<file path="src/verilog/pcm_pkg.sv">
// constants, encodings and register map of the counter channel
package pcm_pkg;

  // ==========================================================
  // register offsets
  localparam logic [7:0] OFF_CTRL = 8'h00;
  localparam logic [7:0] OFF_CNT = 8'h04;
  localparam logic [7:0] OFF_STAT = 8'h08;
  localparam logic [7:0] OFF_IRQ = 8'h0C;
  localparam logic [7:0] OFF_MASK = 8'h10;
  localparam logic [7:0] OFF_CE = 8'h14;
  localparam logic [7:0] OFF_HOLD = 8'h18;

  // ==========================================================
  // control word fields
  localparam int CW_BCD = 0;
  localparam int CW_MODE = 1;
  localparam int CW_AW = 4;
  localparam int CW_W = 6;

  localparam logic [2:0] M_TC = 3'h0;
  localparam logic [2:0] M_OS = 3'h1;
  localparam logic [2:0] M_RATE = 3'h2;
  localparam logic [2:0] M_SQ = 3'h3;
  localparam logic [2:0] M_SWS = 3'h4;
  localparam logic [2:0] M_HWS = 3'h5;

  localparam logic [1:0] AW_NONE = 2'h0;
  localparam logic [1:0] AW_LOW = 2'h1;
  localparam logic [1:0] AW_HIGH = 2'h2;
  localparam logic [1:0] AW_BOTH = 2'h3;

  // ==========================================================
  // event bits and reset values
  localparam int EV_TC = 0;
  localparam int EV_TRIG = 1;
  localparam int EV_W = 2;

  localparam logic [5:0] RST_CTRL = 6'h00;
  localparam logic [15:0] RST_CE = 16'h0000;
  localparam logic [15:0] RST_HOLD = 16'h0000;
  localparam logic [1:0] RST_EV = 2'h0;
  localparam logic RST_OUT = 1'b1;

  localparam logic [15:0] CNT_ONE = 16'h0001;
  localparam logic [15:0] CNT_TWO = 16'h0002;
  localparam logic [15:0] CNT_ZERO = 16'h0000;

  typedef enum logic [1:0] {
    ST_IDLE = 2'b00,
    ST_LOAD = 2'b01,
    ST_RUN = 2'b10
  } pcm_state_t;

endpackage
</file>
<file path="src/verilog/pcm_counter.sv">
// programmable down-counter channel with six counting modes
//
// Operation
// - strobe mode 4: output high, one low clock at zero, keeps counting.
// - mode 4 count write while counting reloads element next clock.
// - mode 4 two-byte access: only the second byte write loads.
// - mode 4 gate high counts, gate low halts, output unaffected.
// - mode 4 output pulse comes N clocks after the load.
// - mode 5 loads only the clock after a gate rise, once armed.
// - mode 5 gate rise mid-count reloads and restarts the sequence.
// - mode 5 count writes wait for trigger; two-byte access needs both bytes first.
// - mode 5 output low N plus one clocks after the gate rise.
// - mode 0 output low on control word or count write, high at zero.
// - mode 2 output low at one, high next clock or gate low.
// - mode 3 toggles at two (even) or zero (odd high), reloading.
// - modes 2 and 3 gate low halts, output high; rise reloads.
// - mode 1 gate rise loads and drives low; high at zero.
// - mode 0 freezes on gate low, first byte of two-byte access or control word write.
// - programmed zero counts as 65536 binary or 10000 decimal.
// - single-byte access clears the byte that was not written.
//
// Added by the designer: the register offsets and the strobed register port.
`timescale 1ns/1ps
module pcm_counter (
  input wire logic mclk,           // system clock
  input wire logic rst_n,          // asynchronous reset, low
  input wire logic [7:0] addr,     // register byte address
  input wire logic [15:0] wdata,   // register write data
  input wire logic wr_en,          // write strobe
  input wire logic rd_en,          // read strobe
  output logic [15:0] rdata,       // read data, cycle after strobe
  input wire logic gate,           // gate input
  output logic cnt_out,            // counter output pin
  output logic irq                 // level interrupt
);

  // ==========================================================
  // state
  pcm_pkg::pcm_state_t st_q, st_d;
  logic [15:0] ce_q, ce_d;
  logic [15:0] cr_q, cr_d;
  logic [7:0] lo_q, lo_d;
  logic half_q, half_d;
  logic armed_q, armed_d;
  logic out_q, out_d;
  logic [5:0] cw_q, cw_d;
  logic [1:0] sts_q, sts_d;
  logic [1:0] mask_q, mask_d;
  logic irq_q, irq_d;
  logic [15:0] rdata_q, rdata_d;
  logic [2:0] sync_q, sync_d;
  logic [1:0] ev;
  logic [15:0] dec1, dec2;
  logic cw_wr, cnt_wr, cnt_done, cnt_first;
  logic gate_s, trig, en, odd;
  logic [2:0] mode;
  logic [1:0] aw;

  assign mode = cw_q[pcm_pkg::CW_MODE+:3];
  assign aw = cw_q[pcm_pkg::CW_AW+:2];
  assign cw_wr = wr_en && addr == pcm_pkg::OFF_CTRL &&
                 wdata[pcm_pkg::CW_AW+:2] != pcm_pkg::AW_NONE;
  assign cnt_wr = wr_en && addr == pcm_pkg::OFF_CNT &&
                  aw != pcm_pkg::AW_NONE;
  assign odd = cr_q[0];

  // ==========================================================
  // gate synchroniser and edge detect
  always_comb begin
    sync_d = {sync_q[1:0], gate};
  end

  assign gate_s = sync_q[1];
  assign trig = sync_q[1] && !sync_q[2];

  pcm_dec u_dec (
    .val(ce_q),
    .bcd(cw_q[pcm_pkg::CW_BCD]),
    .dec1(dec1),
    .dec2(dec2)
  );

  function automatic logic gated_mode(input logic [2:0] m);
    return m == pcm_pkg::M_TC || m == pcm_pkg::M_RATE ||
           m == pcm_pkg::M_SQ || m == pcm_pkg::M_SWS;
  endfunction

  function automatic logic trig_mode(input logic [2:0] m);
    return m == pcm_pkg::M_OS || m == pcm_pkg::M_HWS ||
           m == pcm_pkg::M_RATE || m == pcm_pkg::M_SQ;
  endfunction

  assign en = gated_mode(mode) ? gate_s : 1'b1;

  // ==========================================================
  // counting element, output and count port
  always_comb begin
    st_d = st_q;
    ce_d = ce_q;
    cr_d = cr_q;
    lo_d = lo_q;
    half_d = half_q;
    armed_d = armed_q;
    out_d = out_q;
    cw_d = cw_q;
    ev = '0;
    cnt_done = 1'b0;
    cnt_first = 1'b0;
    case (st_q)
      pcm_pkg::ST_LOAD: begin
        st_d = pcm_pkg::ST_RUN;
        if (mode == pcm_pkg::M_SQ) begin
          ce_d = {cr_q[15:1], 1'b0};
        end else begin
          ce_d = cr_q;
        end
        if (mode == pcm_pkg::M_OS) begin
          out_d = 1'b0;
        end
        if (mode != pcm_pkg::M_TC && mode != pcm_pkg::M_OS) begin
          out_d = 1'b1;
        end
      end
      pcm_pkg::ST_RUN: begin
        if (en) begin
          case (mode)
            pcm_pkg::M_TC, pcm_pkg::M_OS: begin
              ce_d = dec1;
              if (dec1 == pcm_pkg::CNT_ZERO) begin
                out_d = 1'b1;
                ev[pcm_pkg::EV_TC] = 1'b1;
              end
            end
            pcm_pkg::M_SWS, pcm_pkg::M_HWS: begin
              ce_d = dec1;
              out_d = dec1 != pcm_pkg::CNT_ZERO;
              ev[pcm_pkg::EV_TC] = dec1 == pcm_pkg::CNT_ZERO;
            end
            pcm_pkg::M_RATE: begin
              if (ce_q == pcm_pkg::CNT_ONE) begin
                ce_d = cr_q;
                out_d = 1'b1;
                ev[pcm_pkg::EV_TC] = 1'b1;
              end else begin
                ce_d = dec1;
                out_d = dec1 != pcm_pkg::CNT_ONE;
              end
            end
            pcm_pkg::M_SQ: begin
              if ((out_q && odd) ? ce_q == pcm_pkg::CNT_ZERO :
                  ce_q == pcm_pkg::CNT_TWO) begin
                out_d = !out_q;
                ce_d = {cr_q[15:1], 1'b0};
                ev[pcm_pkg::EV_TC] = out_q;
              end else begin
                ce_d = dec2;
              end
            end
            default: begin
              ce_d = ce_q;
            end
          endcase
        end else if (mode == pcm_pkg::M_RATE ||
                     mode == pcm_pkg::M_SQ) begin
          out_d = 1'b1;
        end
      end
      default: begin
        if (!gate_s && (mode == pcm_pkg::M_RATE ||
                        mode == pcm_pkg::M_SQ)) begin
          out_d = 1'b1;
        end
      end
    endcase
    if (trig && armed_q && trig_mode(mode)) begin
      st_d = pcm_pkg::ST_LOAD;
      ev[pcm_pkg::EV_TRIG] = 1'b1;
    end
    if (cw_wr) begin
      cw_d = wdata[pcm_pkg::CW_W-1:0];
      st_d = pcm_pkg::ST_IDLE;
      armed_d = 1'b0;
      half_d = 1'b0;
      out_d = wdata[pcm_pkg::CW_MODE+:3] != pcm_pkg::M_TC;
    end else if (cnt_wr) begin
      case (aw)
        pcm_pkg::AW_LOW: begin
          cr_d = {8'h00, wdata[7:0]};
          cnt_done = 1'b1;
        end
        pcm_pkg::AW_HIGH: begin
          cr_d = {wdata[7:0], 8'h00};
          cnt_done = 1'b1;
        end
        default: begin
          if (!half_q) begin
            lo_d = wdata[7:0];
            half_d = 1'b1;
            cnt_first = 1'b1;
          end else begin
            cr_d = {wdata[7:0], lo_q};
            half_d = 1'b0;
            cnt_done = 1'b1;
          end
        end
      endcase
      if (cnt_first && mode == pcm_pkg::M_TC) begin
        st_d = pcm_pkg::ST_IDLE;
        out_d = 1'b0;
      end
      if (cnt_done) begin
        armed_d = 1'b1;
        case (mode)
          pcm_pkg::M_TC: begin
            st_d = pcm_pkg::ST_LOAD;
            out_d = 1'b0;
          end
          pcm_pkg::M_SWS: begin
            st_d = pcm_pkg::ST_LOAD;
          end
          pcm_pkg::M_RATE, pcm_pkg::M_SQ: begin
            if (st_q != pcm_pkg::ST_RUN) begin
              st_d = pcm_pkg::ST_LOAD;
            end
          end
          default: begin
            armed_d = 1'b1;
          end
        endcase
      end
    end
  end

  // ==========================================================
  // interrupt status, mask and read port
  always_comb begin
    mask_d = mask_q;
    sts_d = sts_q;
    if (wr_en && addr == pcm_pkg::OFF_MASK) begin
      mask_d = wdata[pcm_pkg::EV_W-1:0];
    end
    if (wr_en && addr == pcm_pkg::OFF_IRQ) begin
      sts_d = sts_q & ~wdata[pcm_pkg::EV_W-1:0];
    end
    sts_d = sts_d | ev;
    irq_d = |(sts_d & mask_d);
    rdata_d = 16'h0000;
    if (rd_en) begin
      case (addr)
        pcm_pkg::OFF_CTRL: rdata_d = {10'h000, cw_q};
        pcm_pkg::OFF_STAT: rdata_d = {11'h000, gate_s, armed_q,
                                      st_q, out_q};
        pcm_pkg::OFF_IRQ: rdata_d = {14'h0000, sts_q};
        pcm_pkg::OFF_MASK: rdata_d = {14'h0000, mask_q};
        pcm_pkg::OFF_CE: rdata_d = ce_q;
        pcm_pkg::OFF_HOLD: rdata_d = cr_q;
        default: rdata_d = 16'h0000;
      endcase
    end
  end

  // ==========================================================
  // registers
  always_ff @(posedge mclk or negedge rst_n) begin
    if (!rst_n) begin
      st_q <= pcm_pkg::ST_IDLE;
      ce_q <= pcm_pkg::RST_CE;
      cr_q <= pcm_pkg::RST_HOLD;
      lo_q <= 8'h00;
      half_q <= 1'b0;
      armed_q <= 1'b0;
      out_q <= pcm_pkg::RST_OUT;
      cw_q <= pcm_pkg::RST_CTRL;
      sts_q <= pcm_pkg::RST_EV;
      mask_q <= pcm_pkg::RST_EV;
      irq_q <= 1'b0;
      rdata_q <= 16'h0000;
      sync_q <= 3'h0;
    end else begin
      st_q <= st_d;
      ce_q <= ce_d;
      cr_q <= cr_d;
      lo_q <= lo_d;
      half_q <= half_d;
      armed_q <= armed_d;
      out_q <= out_d;
      cw_q <= cw_d;
      sts_q <= sts_d;
      mask_q <= mask_d;
      irq_q <= irq_d;
      rdata_q <= rdata_d;
      sync_q <= sync_d;
    end
  end

  assign rdata = rdata_q;
  assign cnt_out = out_q;
  assign irq = irq_q;
endmodule

</file>
<file path="src/verilog/pcm_dec.sv">
// binary or four-digit decimal decrement by one and by two
`timescale 1ns/1ps
module pcm_dec (
  input wire logic [15:0] val,   // value to decrement
  input wire logic bcd,          // decimal counting
  output logic [15:0] dec1,      // value minus one
  output logic [15:0] dec2       // value minus two
);

  // ==========================================================
  // one step, wrapping 0 to 0xFFFF or 9999
  function automatic logic [15:0] dec_one(input logic [15:0] v,
                                          input logic b);
    logic [15:0] r;
    logic brw;
    r = v - 16'h0001;
    brw = 1'b1;
    if (b) begin
      r = v;
      for (int i = 0; i < 4; i++) begin
        if (brw) begin
          if (r[4*i+:4] == 4'h0) begin
            r[4*i+:4] = 4'h9;
          end else begin
            r[4*i+:4] = r[4*i+:4] - 4'h1;
            brw = 1'b0;
          end
        end
      end
    end
    return r;
  endfunction

  always_comb begin
    dec1 = dec_one(val, bcd);
    dec2 = dec_one(dec_one(val, bcd), bcd);
  end

endmodule

</file>
<file path="config.mk">
export PLATFORM = sky130hd
export DESIGN_NAME = pcm_counter
export DESIGN_NICKNAME = d
export VERILOG_FILES = /design/src/verilog/pcm_pkg.sv /design/src/verilog/pcm_counter.sv /design/src/verilog/pcm_dec.sv
export SDC_FILE = /design/constraint.sdc
export NUM_CORES = 1
export LEC_CHECK = 0
export BUFFER_PORTS_ARGS = -buffer_cell sky130_fd_sc_hd__buf_2
export CORE_MARGIN = 5
export CORE_UTILIZATION = 43
export CTS_CLUSTER_SIZE = 40
export DETAILED_ROUTE_END_ITERATION = 6
export RECOVER_POWER = 25
export SLEW_MARGIN = 20
export SYNTH_ARGS = -nofsm -noshare
export SYNTH_HDL_FRONTEND = slang
export SYNTH_SLANG_ARGS = --single-unit
</file>
<file path="constraint.sdc">
create_clock -name mclk -period 3.25 [get_ports mclk]
set_input_delay 0.325 -clock mclk [delete_from_list [all_inputs] [get_ports mclk]]
set_output_delay 0.325 -clock mclk [all_outputs]
set_load 0.02 [all_outputs]
</file>
# [After elaboration in Yosys (flattened, before gate mapping)]
# Index checks and enable logic that the tools add are counted.
[word_totals] mem_count=0 mem_bits_rw=0 output_inout_bits=18 inputBits=29 wordCells=199 rom_bits=0 reg_bits=75 latch_bits=0
[op_classes] shifts=0 reduce_logical=56 addsub=10 bitwise=7 eq_ne=23 mux=90 mul=0 n_lt_le_gt_ge=0 div_mod_pow=0
[ops] cell="2-to-1 mux 16 bit" n=7
[ops] cell="one-hot mux 16 bit (6 select lines)" n=1
[ops] cell="one-hot mux 16 bit (2 select lines)" n=2
[ops] cell="2-to-1 mux 4 bit" n=14
[ops] cell="2-to-1 mux 1 bit" n=52
[ops] cell="one-hot mux 16 bit (3 select lines)" n=1
[ops] cell="zero test 16 bit" n=2
[ops] cell="zero test 4 bit" n=8
[ops] cell="subtractor 16 x 1 -> 16 bit (second input constant)" n=2
[ops] cell="subtractor 4 x 1 -> 4 bit (second input constant)" n=8
[ops] cell="== test 8 x 5 -> 1 bit (second input constant)" n=3
[ops] cell="2-to-1 mux 2 bit" n=9
[ops] cell="== test 16 x 1 -> 1 bit (second input constant)" n=1
[ops] cell="== test 16 x 2 -> 1 bit (second input constant)" n=1
[ops] cell="== test 8 x 4 -> 1 bit (second input constant)" n=2
[ops] cell="inequality test 16 x 1 -> 1 bit (second input constant)" n=1
[ops] cell="nonzero test 16 bit" n=1
[ops] cell="logical AND 1 bit" n=13
[ops] cell="OR reduction 2 bit" n=6
[ops] cell="nonzero test 2 bit" n=5
[ops] cell="nonzero test 3 bit" n=3
[ops] cell="== test 8 x 3 -> 1 bit (second input constant)" n=1
[ops] cell="zero test 8 bit" n=1
[ops] cell="one-hot mux 1 bit (4 select lines)" n=2
[ops] cell="22 further kinds" n=40

# [Depth between registers and ports, before layout]
[logic_depth] word_depth=22 ltp_mapped=15 depth_no_buf=13

# [By module]
# A second synthesis with hierarchy kept.
[unflattened] hier_cells=579 area_unflattened_um2=5198.7
[modules_own_cells] mod="pcm_counter" instances=1 area_each_um2=4062.6 seq_area_each_um2=1878.1 cells_each=413
[modules_own_cells] mod="pcm_dec" instances=1 area_each_um2=1136.1 seq_area_each_um2=0.0 cells_each=166

# [Least setup slack after synthesis]
# Ideal clock, no wire load.
[synth_path] path_kind="reg-to-reg" from="register ce_q[0]" to="register ce_q[9]" n_path_buf=3 synth_period_minus_slack_ps=3241 setup_time_ps=104 path_slack_ps=9 stages_incl_launch_ff=13 required_ps=3146 arrival_ps=3137 path_cell_list="dfrtp_1 clkbuf_1 inv_1 ha_1 buf_2 or4_1 nor4b_1 a211oi_1 buf_4 or3_1 o311ai_1 o211ai_1 a221oi_1"
[synth_via] elab_chain_cells=15 word_cells_on_any_way=33 cone_classes="add/sub: 4; eq/ne: 2; mux: 22; reduce/logical: 5"
[synth_rtl] element="start, declared" line_no="pcm_counter.sv:40" source="logic [15:0] ce_q, ce_d;"
[synth_rtl] element="start signal, assigned" line_no="pcm_counter.sv:267" source="ce_q <= pcm_pkg::RST_CE;"
[synth_rtl] element="branches (longest 12 deep; another with subtractor 16 x 1 -> 16 bit)"
[synth_rtl] element="one-hot mux 16 bit (3 select lines) *" line_no="pcm_counter.sv:126" source="case (mode)"
[synth_rtl] element="2-to-1 mux 16 bit *" line_no="pcm_counter.sv:125" source="if (en) begin"
[synth_rtl] element="one-hot mux 16 bit (2 select lines) *" line_no="pcm_counter.sv:109" source="case (st_q)"
# Every way passes the cells marked *. The select of a mux whose other input is x is not followed.
# A chain may end at the register's enable or synchronous reset.

# [Worst setup path in the final report]
[layout_path] from="register ce_q[5]" to="register ce_q[11]"
[layout_via] elab_chain_cells=14 word_cells_on_any_way=29 cone_classes="add/sub: 4; eq/ne: 2; mux: 19; reduce/logical: 4"
[layout_rtl] element="branches (longest 11 deep; another with subtractor 16 x 1 -> 16 bit)"
[layout_rtl] element="one-hot mux 16 bit (3 select lines) *" line_no="pcm_counter.sv:126"
[layout_rtl] element="2-to-1 mux 16 bit *" line_no="pcm_counter.sv:125"
[layout_rtl] element="one-hot mux 16 bit (2 select lines) *" line_no="pcm_counter.sv:109"
# Marks and branches as above.

==> results.yml <==
yosys:
  ys_ff_latch: 75
  synth_edf_count: 0
  syn-num-nets: 704
  synth_top_cell_by_area: "dfrtp_1"
  syn_avg_cell_area_um2: 8.27
  synth_top_area_share_pct: 34.0
  ys_types: 85
  netlist_area_um2: 5450
  synthCells: 659
  synth_ff_type: "dfrtp_1"
  synthArstFlopShare_pct: 100
  yosys_warnings: 0
  ys_top_cells_by_area: "dfrtp_1, nor2_1, nand2_1"
  ys_seq_area_share_pct: 34.5
power_and_ir_drop:
  leakage_uw: 0.00283
  p_int_uw: 2300
  powerDensity_nw_per_um2: 610
  swShare_pct: 42.0
  p_total_uw: 3970
  p_comb_share_pct: 44.1
  p_seq_share_pct: 29.7
  p_switching_uw: 1670
  clkPwrFrac_pct: 26.2
  vdd_drop_max_mv: 0.414
final_layout:
  final_util_pct: 52.0
  antenna_cells: 0
  layout-drive-gt1-share_pct: 22.1
  syn2layout_area_growth_pct: 19.6
  fill_cells: 1247
  fin_nets: 770
  final_cell_area_um2: 6520
grt:
  grt_use_total_pct: 26.6
  grt_pass1_vias: 5418
  antenna_found_initial: 0
  globalRouteOverflowTotal: 0
  grt_max_degree: 76
  grt_pass1_wl_um: 30400
detailed_routing:
  vias_per_cell: 6.25
  wl_per_cell_um: 21.3
  remaining_drc_errors: 0
  drtIter0Drc: 622
  dr.pass1.iters: 5
  final_antenna_net_count: 0
  wl_um: 19200
  vias: 5642
run_status:
  violations: "max-capacitance violations, max-slew violations"
  outcome: "finished, violations left"
die:
  die-height_um: 123
  dieArea_um2: 15000
  start_util_pct: 43.5
  design.portCount: 47
  rows: 41
  die_w_um: 123
  coreArea_um2: 12500
sta:
  max_freq_mhz: 323
  min_period_ps: 3100
  skew_ps: 8.80
  fin_ws_ps: 154
  finalSetupViolations: 0
  finalCritPeriodShare_pct: 95.3
  slew_headroom_pct: -21.4
  maxSlewViolCount: 34
  tightest_slew_ps: 1820
  hold_viol: 0
clock_tree:
  clk_pin_slew_worst_paths_ps: 70
  tritoncts: "done"
  cts_buffers: 9
  cts_root_buffer: "clkbuf_16"
  cts_sinks: 75
  clock_latency_ps: 350
  clock_path_buffers: 2
  cts_max_level: 3
critical_path:
  critPathRequiredTime_ps: 3500
  cp-start-kind: "flop"
  startpoint: "ce_q[5]"
  worstPathArrival_ps: 3340
  crit_type: "reg -> reg"
  r2r-start: "ce_q[5]"
  crit_path_end_kind: "flop"
  cp_max_fo: 7
placement:
  pre_cts_ws_ps: -66.4
  dpl-instance-area_um2: 6100
  globalplace.congestion: 0.948
  dp_hpwl_um: 14600
  port_buffers: 38
worst_hold_path:
  holdCritStartpoint: "gate"
  hp-class: "in -> reg"
job:
  max_cap_viol_count: 1
## registers in the layout (all words and copies together), names as in the netlist
register,flops
armed_q,1
ce_q,16
cnt_out,1
cr_q,16
cw_q,6
half_q,1
irq,1
lo_q,8
mask_q,2
rdata,16
st_q,2
sts_q,2
sync_q,3
## path summary, 6_finish.rpt
check | end | slack (ps) | cells past startpoint
min in group asynchronous | lo_q[0] | 1000 | 2
min reg2reg | sync_q[1] | 360 | 0
max reg2reg | ce_q[11] | 150 | 9
max in group asynchronous | rdata[14] | 690 | 3
max | ce_q[11] | 150 | 9
min | sync_q[0] | 80 | 1
## synthesized netlist by cell type, types with 7 or more instances
master and count:
nor2_1 72, inv_1 26, nand4_1 7, a31oi_1 20, nand2_1 65, nor3_1 18, or3_1 10, a221oi_1 12
mux2_2 11, xnor2_1 11, o21ai_0 37, a22oi_1 24, nand3_1 34, or2_2 7, o31ai_1 7, a21oi_1 29
ha_1 16, mux2i_1 8, and2_1 8, dfrtp_1 74, clkbuf_1 31, nor4_1 9
## final cells by class
cell class,instances,area (um2),share of cell area [%]
timing repair buffer,96,627,9.62
sequential,75,1880,28.8
multi-input combinational,516,3390,52.1
clock inverter,6,70.1,1.08
tap,172,215,3.30
clock buffer,10,229,3.51
inverter,27,101,1.56
## layout by cell type, fill, tap and decap left out, types with 3 or more instances in the layout
cell type	Yosys	routed
and3_1	3	3
a21oi_1	29	28
or2_2	7	7
or3_1	10	10
nand3_1	34	34
nand4_1	7	7
a31oi_1	20	19
nor4_1	9	9
inv_6	0	3
buf_2	5	37
o31ai_1	7	7
o21bai_1	3	3
or4_1	6	5
nor3_1	18	17
mux2_2	11	11
a31o_2	3	3
nand2b_1	5	5
xnor2_1	11	10
o211ai_1	6	6
a21bo_2	3	3
inv_1	26	26
o221ai_1	4	4
a22oi_1	24	24
a221oi_1	12	12
o21ai_0	37	37
a21o_1	6	6
and2_1	8	8
a211oi_1	5	4
dfrtp_1	74	73
a221o_1	3	3
mux2i_1	8	8
buf_4	1	56
xor2_1	5	5
nand2_1	65	65
clkbuf_16	0	9
nor2_1	72	71
ha_1	16	14
## power groups by stage
stage	clock network (uW)	logic, uW	registers, uW
2_1_floorplan	0	1090	1120
3_3_place_gp	0	1620	1190
3_5_place_dp	0	1630	1190
4_1_cts	1060	1650	1170
5_1_grt	1090	1900	1200
6_report	1040	1750	1180
## cells by family (layout without fill, tap and decap cells)
group,count (synthesis),after routing,share of synthesized area (%)
simple gates,264,264,24.2
compound gates,201,201,26.3
flops,75,75,34.5
buf+inv,68,139,5.03
mux,19,19,3.74
fa+ha+maj,16,16,3.67
xor+xnor,16,16,2.57
## per-layer routing
| layer | vias up | part of all wire, % | track usage [%] |
|---|---|---|---|
| met4 | 0 | 2.8 | 10.0 |
| met1 | 2752 | 44 | 38.0 |
| met3 | 42 | 8.0 | 4.79 |
| met2 | 257 | 45 | 40.1 |
| met5 | - | 0 | 0 |
| li1 | 2591 | - | - |
## metrics by stage
step,TNS (ps),hold slack [ps],instances
finish,0,76.3,902
floorplan,0,29.4,659
global route,-12.3,75.1,902
detailed placement,-70.5,356,882
CTS,0,66.6,898
global placement,0,333,882
## critical path, cell delays in order (launching register included)
cell	delay, ps
dfrtp_1	400
or4_1	590
buf_4	200
or4_1	520
a31oi_2	280
nor3b_4	290
buf_4	200
and3_2	170
o21ai_0	90
a31oi_1	260
## repair_timing
item / in CTS / in global routing
gates resized for setup: 4 / 13
pin swaps: 0 / 1
buffers inserted: 0 / 2
endpoints found under the hold margin: 0 / 32
endpoints found under the setup margin: 4 / 11
hold buffers: 0 / 1
No activity file was read; power rests on OpenSTA's default activity.
